**src/core/ppf_cfg.svh**
```systemverilog
// Offsets, field positions, reset values and timing counts of the pin block
`ifndef PPF_CFG_SVH
`define PPF_CFG_SVH

// Register byte addresses
`define PPF_ADDR_P1_LATCH 8'h00
`define PPF_ADDR_P3_LATCH 8'h04
`define PPF_ADDR_P4_LATCH 8'h08
`define PPF_ADDR_CTRL 8'h0c
`define PPF_ADDR_P1_PIN 8'h10
`define PPF_ADDR_P3_PIN 8'h14
`define PPF_ADDR_P4_PIN 8'h18
`define PPF_ADDR_P7_PIN 8'h1c
`define PPF_ADDR_STATUS 8'h20

// Reset values
`define PPF_LATCH_RST 8'hff
`define PPF_CTRL_RST 8'h00

// Control fields
`define PPF_CTRL_IDLE 0
`define PPF_CTRL_PDOWN 1
`define PPF_CTRL_SLOW 2
`define PPF_CTRL_SYSCLK_OUTPUT_PIN 3
`define PPF_CTRL_SERSYNC 4

// Status fields
`define PPF_STAT_STRAP 3
`define PPF_STAT_AUTOSTART 4
`define PPF_STAT_BLOCKED 5

// Synchroniser bit layout
`define PPF_SYNC_P1 0
`define PPF_SYNC_P3 8
`define PPF_SYNC_P4 16
`define PPF_SYNC_P7 24
`define PPF_SYNC_STRAP 32
`define PPF_SYNC_RSTPIN 33
`define PPF_SYNC_W 34

// AXI responses
`define PPF_RESP_OKAY 2'b00
`define PPF_RESP_SLVERR 2'b10

// Timing: machine cycle and system clock period
`define PPF_MCYCLE_NS 1000
`define PPF_CLK_NS 10
// Edges after bus reset until the synchroniser shows real pin levels
`define PPF_SYNC_FILL 4
`define PPF_MCYCLE_CLKS ((`PPF_MCYCLE_NS + `PPF_CLK_NS - 1) / `PPF_CLK_NS)

`endif

```
**src/core/ppf_pkg.sv**
```systemverilog
// Types shared by the pin block
package ppf_pkg;

  // Reset qualifier states
  typedef enum logic {
    PPF_RST_HOLD,
    PPF_RST_RUN
  } ppf_rst_state_t;

  typedef logic [7:0] ppf_byte_t;

endpackage

```
**src/core/ppf_sync_if.sv**
```systemverilog
// Raw and qualified pin levels between the top and its synchroniser
`timescale 1ns/10ps
`default_nettype none

interface ppf_sync_if #(parameter int W = 34);
  logic [W-1:0] raw;
  logic [W-1:0] clean;

  modport sync_side (input raw, output clean);
  modport user_side (output raw, input clean);
endinterface

`default_nettype wire

```
**src/core/ppf_pin_sync.sv**
```systemverilog
// Three-stage pin synchroniser that accepts a change once stages agree
`timescale 1ns/10ps
`default_nettype none

module ppf_pin_sync #(
  parameter int W = 34,
  parameter logic [W-1:0] RST = '1
) (
  // Clock and reset
  input wire logic aclk,
  input wire logic aresetn,
  // Pin levels
  ppf_sync_if.sync_side s
);

  logic [W-1:0] st1;
  logic [W-1:0] st2;
  logic [W-1:0] st3;

  // Shift chain; the first stage feeds only the second
  always_ff @(posedge aclk)
  begin
    if (!aresetn)
    begin
      st1 <= RST;
      st2 <= RST;
      st3 <= RST;
    end
    else
    begin
      st1 <= s.raw;
      st2 <= st1;
      st3 <= st2;
    end
  end

  // Qualified level moves only where stages two and three agree
  always_ff @(posedge aclk)
  begin
    if (!aresetn)
      s.clean <= RST;
    else
      s.clean <= (st2 & ~(st2 ^ st3)) | (s.clean & (st2 ^ st3));
  end

endmodule

`default_nettype wire

```
**src/core/ppf_top.sv**
```systemverilog
// Port pins, alternate-function routing, reset qualifier and strap logic
`include "ppf_cfg.svh"
`timescale 1ns/10ps
`default_nettype none

module ppf_top (
  // Clock and reset
  input wire logic aclk,
  input wire logic aresetn,
  // AXI4-Lite slave
  input wire logic [7:0] awaddr,
  input wire logic awvalid,
  output logic awready,
  input wire logic [31:0] wdata,
  input wire logic [3:0] wstrb,
  input wire logic wvalid,
  output logic wready,
  output logic [1:0] bresp,
  output logic bvalid,
  input wire logic bready,
  input wire logic [7:0] araddr,
  input wire logic arvalid,
  output logic arready,
  output logic [31:0] rdata,
  output logic [1:0] rresp,
  output logic rvalid,
  input wire logic rready,
  // Quasi-bidirectional ports 1, 3 and 4
  input wire logic [7:0] p1_in,
  output logic [7:0] p1_out,
  output logic [7:0] p1_oe,
  output logic [7:0] p1_pullup,
  input wire logic [7:0] p3_in,
  output logic [7:0] p3_out,
  output logic [7:0] p3_oe,
  output logic [7:0] p3_pullup,
  input wire logic [7:0] p4_in,
  output logic [7:0] p4_out,
  output logic [7:0] p4_oe,
  output logic [7:0] p4_pullup,
  // Input-only port and control pins
  input wire logic [7:0] p7_in,
  input wire logic powersave_wdog_strap,
  input wire logic reset_pin_n,
  // Peripheral sources for alternate outputs
  input wire logic [7:0] cmp_out_ch,
  input wire logic [7:0] cmp_en,
  input wire logic [3:0] cc_cmp_out,
  input wire logic [3:0] cc_cmp_en,
  input wire logic sysclk_phase,
  input wire logic serial0_transmit,
  input wire logic ser0_sync_data_out,
  input wire logic xmem_wr_n,
  input wire logic xmem_rd_n,
  input wire logic verify_mode,
  input wire logic [7:0] verify_addr_lo,
  // Alternate inputs towards peripherals
  output logic irq3_capcmp0_pin,
  output logic irq4_capcmp1_pin,
  output logic irq5_capcmp2_pin,
  output logic irq6_capcmp3_pin,
  output logic timer2_reload_trigger,
  output logic timer2_count_input,
  output logic irq0_timer0_gate,
  output logic serial0_receive,
  output logic [7:0] p7_digital,
  // Reset, watchdog and power modes
  output logic chip_reset_n,
  output logic wdog_start,
  output logic wdog_autostart,
  output logic [2:0] pmode_grant
);

  localparam logic [7:0] MCYCLE_CLKS = 8'(`PPF_MCYCLE_CLKS);
  localparam logic [2:0] SYNC_FILL = 3'(`PPF_SYNC_FILL);

  ppf_pkg::ppf_rst_state_t rst_state;
  ppf_pkg::ppf_byte_t p1_latch;
  ppf_pkg::ppf_byte_t p3_latch;
  ppf_pkg::ppf_byte_t p4_latch;
  ppf_pkg::ppf_byte_t ctrl;
  ppf_pkg::ppf_byte_t next_p1;
  ppf_pkg::ppf_byte_t next_p3;
  ppf_pkg::ppf_byte_t next_p4;
  ppf_pkg::ppf_byte_t p1_push;
  ppf_pkg::ppf_byte_t p4_push;
  logic [7:0] low_cnt;
  logic [7:0] aw_addr;
  logic aw_got;
  logic [31:0] w_data;
  logic w_strb0;
  logic w_got;
  logic mode_blocked;
  logic [7:0] pin_p1;
  logic [7:0] pin_p3;
  logic [7:0] pin_p4;
  logic strap_lvl;
  logic rst_pin_lvl;
  logic [2:0] warm_cnt;
  logic fill_done;
  logic [32:0] rd_look;
  logic [32:0] wr_look;

  // Pin synchroniser
  ppf_sync_if #(.W(`PPF_SYNC_W)) pins ();

  assign pins.raw = {reset_pin_n, powersave_wdog_strap, p7_in, p4_in,
                     p3_in, p1_in};

  ppf_pin_sync #(.W(`PPF_SYNC_W)) u_sync (
    .aclk(aclk),
    .aresetn(aresetn),
    .s(pins.sync_side)
  );

  assign pin_p1 = pins.clean[`PPF_SYNC_P1 +: 8];
  assign pin_p3 = pins.clean[`PPF_SYNC_P3 +: 8];
  assign pin_p4 = pins.clean[`PPF_SYNC_P4 +: 8];
  assign strap_lvl = pins.clean[`PPF_SYNC_STRAP];
  assign rst_pin_lvl = pins.clean[`PPF_SYNC_RSTPIN];

  // Returns {out, oe, pullup}: pushed pins drive both levels
  function automatic logic [2:0] pin_drive(input logic val,
                                           input logic push);
    pin_drive = {val, push | ~val, val & ~push};
  endfunction

  // Register read map; bit 32 flags a mapped address
  function automatic logic [32:0] read_map(input logic [7:0] a);
    read_map = {1'b1, 32'h0000_0000};
    case (a)
      `PPF_ADDR_P1_LATCH: read_map[7:0] = p1_latch;
      `PPF_ADDR_P3_LATCH: read_map[7:0] = p3_latch;
      `PPF_ADDR_P4_LATCH: read_map[7:0] = p4_latch;
      `PPF_ADDR_CTRL: read_map[7:0] = ctrl;
      `PPF_ADDR_P1_PIN: read_map[7:0] = pin_p1;
      `PPF_ADDR_P3_PIN: read_map[7:0] = pin_p3;
      `PPF_ADDR_P4_PIN: read_map[7:0] = pin_p4;
      `PPF_ADDR_P7_PIN: read_map[7:0] = p7_digital;
      `PPF_ADDR_STATUS: read_map[7:0] = {2'b00, mode_blocked,
                                         wdog_autostart, strap_lvl,
                                         pmode_grant};
      default: read_map[32] = 1'b0;
    endcase
  endfunction

  // Map lookups for the read and the write address
  always_comb
  begin
    rd_look = read_map(araddr);
    wr_look = read_map(aw_addr);
  end

  // Holds off the reset release and the watchdog start pulse until the synchroniser is filled
  always_ff @(posedge aclk)
  begin
    if (!aresetn)
      warm_cnt <= 3'h0;
    else if (warm_cnt != SYNC_FILL)
      warm_cnt <= warm_cnt + 3'h1;
  end

  assign fill_done = (warm_cnt == SYNC_FILL);

  // Reset qualifier: low for a machine cycle enters hold
  always_ff @(posedge aclk)
  begin
    if (!aresetn)
    begin
      rst_state <= ppf_pkg::PPF_RST_HOLD;
      low_cnt <= 8'h00;
      chip_reset_n <= 1'b0;
    end
    else
    begin
      case (rst_state)
        ppf_pkg::PPF_RST_HOLD:
        begin
          low_cnt <= 8'h00;
          if (rst_pin_lvl && fill_done)
          begin
            rst_state <= ppf_pkg::PPF_RST_RUN;
            chip_reset_n <= 1'b1;
          end
        end
        ppf_pkg::PPF_RST_RUN:
        begin
          if (rst_pin_lvl)
            low_cnt <= 8'h00;
          else if (low_cnt == MCYCLE_CLKS - 8'h01)
          begin
            rst_state <= ppf_pkg::PPF_RST_HOLD;
            chip_reset_n <= 1'b0;
            low_cnt <= 8'h00;
          end
          else
            low_cnt <= low_cnt + 8'h01;
        end
        default:
        begin
          rst_state <= ppf_pkg::PPF_RST_HOLD;
          chip_reset_n <= 1'b0;
        end
      endcase
    end
  end

  // Strap capture during reset and watchdog start pulse at release
  always_ff @(posedge aclk)
  begin
    if (!aresetn)
    begin
      wdog_autostart <= 1'b0;
      wdog_start <= 1'b0;
    end
    else
    begin
      wdog_start <= 1'b0;
      if (rst_state == ppf_pkg::PPF_RST_HOLD)
      begin
        wdog_autostart <= strap_lvl;
        wdog_start <= rst_pin_lvl & strap_lvl & fill_done;
      end
    end
  end

  // Power-saving requests pass only while the strap is low
  always_ff @(posedge aclk)
  begin
    if (!aresetn)
    begin
      pmode_grant <= 3'b000;
      mode_blocked <= 1'b0;
    end
    else
    begin
      pmode_grant <= ctrl[2:0] & {3{~strap_lvl}};
      mode_blocked <= (|ctrl[2:0]) & strap_lvl;
    end
  end

  // Write channel capture, register update and response
  always_ff @(posedge aclk)
  begin
    if (!aresetn)
    begin
      awready <= 1'b0;
      wready <= 1'b0;
      aw_got <= 1'b0;
      w_got <= 1'b0;
      aw_addr <= 8'h00;
      w_data <= 32'h0000_0000;
      w_strb0 <= 1'b0;
      bvalid <= 1'b0;
      bresp <= `PPF_RESP_OKAY;
    end
    else
    begin
      if (awvalid && awready)
      begin
        aw_addr <= awaddr;
        aw_got <= 1'b1;
        awready <= 1'b0;
      end
      else if (!aw_got && !bvalid)
        awready <= 1'b1;
      if (wvalid && wready)
      begin
        w_data <= wdata;
        w_strb0 <= wstrb[0];
        w_got <= 1'b1;
        wready <= 1'b0;
      end
      else if (!w_got && !bvalid)
        wready <= 1'b1;
      if (aw_got && w_got && !bvalid)
      begin
        aw_got <= 1'b0;
        w_got <= 1'b0;
        bvalid <= 1'b1;
        bresp <= wr_look[32] ? `PPF_RESP_OKAY : `PPF_RESP_SLVERR;
      end
      else if (bvalid && bready)
        bvalid <= 1'b0;
    end
  end

  // Port latches set to all ones and control cleared, by either reset
  always_ff @(posedge aclk)
  begin
    if (!aresetn || !chip_reset_n)
    begin
      p1_latch <= `PPF_LATCH_RST;
      p3_latch <= `PPF_LATCH_RST;
      p4_latch <= `PPF_LATCH_RST;
      ctrl <= `PPF_CTRL_RST;
    end
    else if (aw_got && w_got && !bvalid && w_strb0)
    begin
      case (aw_addr)
        `PPF_ADDR_P1_LATCH: p1_latch <= w_data[7:0];
        `PPF_ADDR_P3_LATCH: p3_latch <= w_data[7:0];
        `PPF_ADDR_P4_LATCH: p4_latch <= w_data[7:0];
        `PPF_ADDR_CTRL: ctrl <= {3'b000, w_data[4:0]};
        default: ;
      endcase
    end
  end

  // Read channel: data registered at the address handshake
  always_ff @(posedge aclk)
  begin
    if (!aresetn)
    begin
      arready <= 1'b0;
      rvalid <= 1'b0;
      rdata <= 32'h0000_0000;
      rresp <= `PPF_RESP_OKAY;
    end
    else if (arvalid && arready)
    begin
      arready <= 1'b0;
      rvalid <= 1'b1;
      rdata <= rd_look[31:0];
      rresp <= rd_look[32] ? `PPF_RESP_OKAY : `PPF_RESP_SLVERR;
    end
    else if (rvalid && rready)
      rvalid <= 1'b0;
    else if (!rvalid)
      arready <= 1'b1;
  end

  // Pin values from latches and alternate sources
  always_comb
  begin
    next_p1 = p1_latch;
    p1_push = {4'h0, cc_cmp_en};
    for (int i = 0; i < 4; i++)
    begin
      if (cc_cmp_en[i])
        next_p1[i] = cc_cmp_out[i];
    end
    if (ctrl[`PPF_CTRL_SYSCLK_OUTPUT_PIN])
      next_p1[6] = p1_latch[6] & sysclk_phase;
    if (verify_mode)
    begin
      next_p1 = verify_addr_lo;
      p1_push = 8'h00;
    end
    next_p3 = p3_latch;
    if (ctrl[`PPF_CTRL_SERSYNC])
      next_p3[0] = p3_latch[0] & ser0_sync_data_out;
    next_p3[1] = p3_latch[1] & serial0_transmit;
    next_p3[6] = p3_latch[6] & xmem_wr_n;
    next_p3[7] = p3_latch[7] & xmem_rd_n;
    next_p4 = (cmp_en & cmp_out_ch) | (~cmp_en & p4_latch);
    p4_push = cmp_en;
  end

  // Registered pin drivers; unpushed ones at one leave a weak pull-up, at zero drive low
  always_ff @(posedge aclk)
  begin
    if (!aresetn)
    begin
      p1_out <= 8'hff;
      p1_oe <= 8'h00;
      p1_pullup <= 8'hff;
      p3_out <= 8'hff;
      p3_oe <= 8'h00;
      p3_pullup <= 8'hff;
      p4_out <= 8'hff;
      p4_oe <= 8'h00;
      p4_pullup <= 8'hff;
    end
    else
    begin
      for (int i = 0; i < 8; i++)
      begin
        {p1_out[i], p1_oe[i], p1_pullup[i]} <=
          pin_drive(next_p1[i], p1_push[i]);
        {p3_out[i], p3_oe[i], p3_pullup[i]} <=
          pin_drive(next_p3[i], 1'b0);
        {p4_out[i], p4_oe[i], p4_pullup[i]} <=
          pin_drive(next_p4[i], p4_push[i]);
      end
    end
  end

  // Alternate inputs sampled from the qualified pin levels
  always_ff @(posedge aclk)
  begin
    if (!aresetn)
    begin
      {irq6_capcmp3_pin, irq5_capcmp2_pin} <= 2'b11;
      {irq4_capcmp1_pin, irq3_capcmp0_pin} <= 2'b11;
      timer2_reload_trigger <= 1'b1;
      timer2_count_input <= 1'b1;
      irq0_timer0_gate <= 1'b1;
      serial0_receive <= 1'b1;
      p7_digital <= 8'hff;
    end
    else
    begin
      {irq6_capcmp3_pin, irq5_capcmp2_pin} <= pin_p1[3:2];
      {irq4_capcmp1_pin, irq3_capcmp0_pin} <= pin_p1[1:0];
      timer2_reload_trigger <= pin_p1[5];
      timer2_count_input <= pin_p1[7];
      irq0_timer0_gate <= pin_p3[2];
      serial0_receive <= pin_p3[0];
      p7_digital <= pins.clean[`PPF_SYNC_P7 +: 8];
    end
  end
endmodule

`default_nettype wire

```
**config.mk**
```make
export PLATFORM = sky130hd
export DESIGN_NAME = ppf_top
export DESIGN_NICKNAME = d
export VERILOG_FILES = /design/src/core/ppf_pkg.sv /design/src/core/ppf_sync_if.sv /design/src/core/ppf_pin_sync.sv /design/src/core/ppf_top.sv
export VERILOG_INCLUDE_DIRS = /design/src /design/src/core
export SDC_FILE = /design/constraint.sdc
export NUM_CORES = 1
export LEC_CHECK = 0
export BUFFER_PORTS_ARGS = -buffer_cell sky130_fd_sc_hd__buf_2
export CAP_MARGIN = 5
export CORE_MARGIN = 8
export CORE_UTILIZATION = 45
export DETAILED_ROUTE_END_ITERATION = 8
export PLACE_DENSITY = 0.7
export SYNTH_ARGS = -nofsm -noshare
export SYNTH_HDL_FRONTEND = slang
export SYNTH_HIERARCHICAL = 1
export SYNTH_SLANG_ARGS = --single-unit
```
**constraint.sdc**
```tcl
create_clock -name aclk -period 3.75 [get_ports aclk]
set_input_delay 0.75 -clock aclk [delete_from_list [all_inputs] [get_ports aclk]]
set_output_delay 0.75 -clock aclk [all_outputs]
set_load 0.1 [all_outputs]
```
==> results.toml <==
[drt]
drc = 0
vias = 7382
via_per_inst = 4.85
ant_nets = 0
top_layer = "met5"
met1_length_mm = 10.1
drtIter0Drc = 483
wl_met2_mm = 11.1
wl_met3_mm = 1.99
routedWlPerCell_um = 15.5
routed_wl_mm = 23.5
firstDrtPassIters = 5

[grt]
grt_use_total_pct = 16.0
gr-total-overflow = 0
grt_max_degree = 215
first_global_vias = 7094
antenna_found_initial = 4
grt_pass1_wl_mm = 37.0

[sta]
period_share_pct = 62.2
fin_crit_ns = 2.33
tightest_slew_ns = 0.951
fin_setup_tns_ns = 0
fmax_mhz = 429
rsz0062_at_grt = "false"
finalSetupViolations = 0
hold_violations = 0
drv_slew = 0
relSlewSlack_pct = 36.5
finalClockSkew_ns = 0.0134

[setup_path]
start_kind = "register"
rr_startpoint = "aw_addr[0]"
cp_cell_sequence = "buf_2"
critPathMaxStageDelay_ns = 0.53
path_max_fanout = 12
crit_buf_inv = 1
critPathKind = "register to primary output"
cp_top_family = "flip-flops"
slowest_stage = "dfxtp_1"
cp-startpoint = "awready"
crit_arrival_ns = 1.58
end_kind = "primary output"
required_ns = 3.00

[clocking]
hold_buffers = 0
cts_resized = 0
clock_latency_ns = 0.55
cts_max_level = 1
cts_tree = "built"
clk_pin_slew_ns = 0.06
cts_setup_buffers = 0
numCtsBuffers = 30
cts-root-buf = "clkbuf_16"
clockBufferDepth = 3
clock-sinks = 294

[placement]
dpl.hpwl_mm = 16.8
portBuffers = 212
gp_congestion = 0.849
dp.cells = 1464

[floorplan]
initial_core_util_pct = 45.6
dieArea_um2 = 28000
rows = 55
die_y_um = 167
ioPinCount = 266
die_w_um = 167
core_area_um2 = 22600

[final_layout]
n_fill_cell = 2019
area_growth_pct = 19.9
drive_above_1_share_pct = 24.3
fin_nets = 1345
seq_area_um2 = 5890
multiInputGateArea_um2 = 3830
final_cells = 1523

[power_and_ir_drop]
max-vdd-ir-drop_uv = 462
powerDensity_nw_per_um2 = 567
leakagePower_nw = 5.34

[logic_synthesis]
ys_types = 70
synthFlopType = "dfxtp_1"
synth_edf_count = 0
synth-seq-cells = 294
yosysSeqAreaShare_pct = 57.2
synth_warnings = 6
synthArstFlopShare_pct = 0
synth.cell_area_um2 = 10300
netlist_instances = 1023
syn_area_per_cell_um2 = 10.1

[flow_run]
drv_cap = 0

[worst_hold_path]
hold_start = "p4_in[4]"
holdCritPathClass = "primary input to register"

[status]
status = "completed"
synth_stat cells (10+ instances only):
cell	instances	area, µm²
nor2_1	54	203
nor2b_1	10	62.6
nand3_1	36	180
buf_2	17	85.1
clkbuf_1	20	75.1
inv_1	43	161
nand2_1	103	387
buf_4	40	300
and2_1	11	68.8
nand2b_1	126	788
o21ai_0	56	280
dfxtp_1	294	5890
a21oi_1	39	195
mux2i_1	34	340
a21boi_0	22	165
where the power goes:
| part | internal [mW] | switching [mW] |
|---|---|---|
| combinational | 0.159 | 0.605 |
| clock | 1.76 | 1.19 |
| sequential | 3.22 | 0.0555 |
| total | 5.15 | 1.86 |
routing by layer:
metal  up-vias  track usage (%)
met2       245             27.9
met3        35             5.36
met4         2             3.92
met5         -                0
met1      3381             18.8
li1       3719                -
path summary, 6_finish.rpt:
path / endpoint / slack [ns] / cells past startpoint
worst max-delay path: awready / 1.42 / 1
worst min-delay path: u_sync/st1[20] / 0.38 / 2
worst max register to register: p3_latch[4] / 1.72 / 4
worst min register to register: u_sync/st2[0] / 0.40 / 1
through the flow:
| step | hold WS (ns) | power, mW | instance area, µm² | setup WS (ns) | util (%) |
|---|---|---|---|---|---|
| after floorplan | 0.386 | 3.99 | 10400 | 1.64 | - |
| after global placement | 0.390 | 4.10 | 11300 | 1.19 | 50.2 |
| after detailed placement | 0.392 | 4.11 | 11300 | 1.18 | 50.2 |
| after CTS | 0.354 | 7.08 | 12300 | 1.39 | 54.7 |
| after global routing | 0.355 | 7.27 | 12300 | 1.34 | 54.7 |
| final | 0.376 | 7.00 | 12300 | 1.42 | 54.7 |
cell usage in the layout (no fill, tap or decap), types with 3 or more instances in the layout:
cell       synthesis  layout
nand2_1          103     103
a21bo_2            8       8
o211a_1            4       4
mux2_2             4       4
nand3b_1           3       3
nand2b_1         126     126
o21ai_1            7       7
clkbuf_16          0      30
clkbuf_8           0       8
a21oi_1           39      39
and2_1            11      11
ha_1               3       3
nor2_1            54      54
buf_2             17     211
dfxtp_1          294     294
xnor2_1            5       5
nor2b_1           10      10
inv_1             43      43
a22oi_1            5       5
mux2i_1           34      34
mux4_2             5       5
diode_2            0       3
and3_1             5       5
a21boi_0          22      22
nand3_1           36      36
clkinv_2           0      10
nor3_1             8       8
o21a_1             3       3
conb_1             1      26
o21ai_0           56      56
cell families after synthesis:
| group | Yosys count | synth area share (%) |
|---|---|---|
| mux | 43 | 4.84 |
| fa+ha+maj | 3 | 0.365 |
| compound gates | 171 | 10.8 |
| other cells | 1 | 0.0364 |
| flops | 294 | 57.2 |
| simple gates | 379 | 19.7 |
| buf+inv | 125 | 6.53 |
| xor+xnor | 7 | 0.596 |
area by class of cell:
cell class,instances,area share [%]
Tap cell,285,2.89
Clock inverter,16,1.22
Timing Repair Buffer,213,8.81
Multi-Input combinational cell,629,31.0
Sequential cell,294,47.7
Inverter,43,1.31
Clock buffer,40,7.03
Antenna cell,3,0.0608
(Power assumes the default switching activity.)
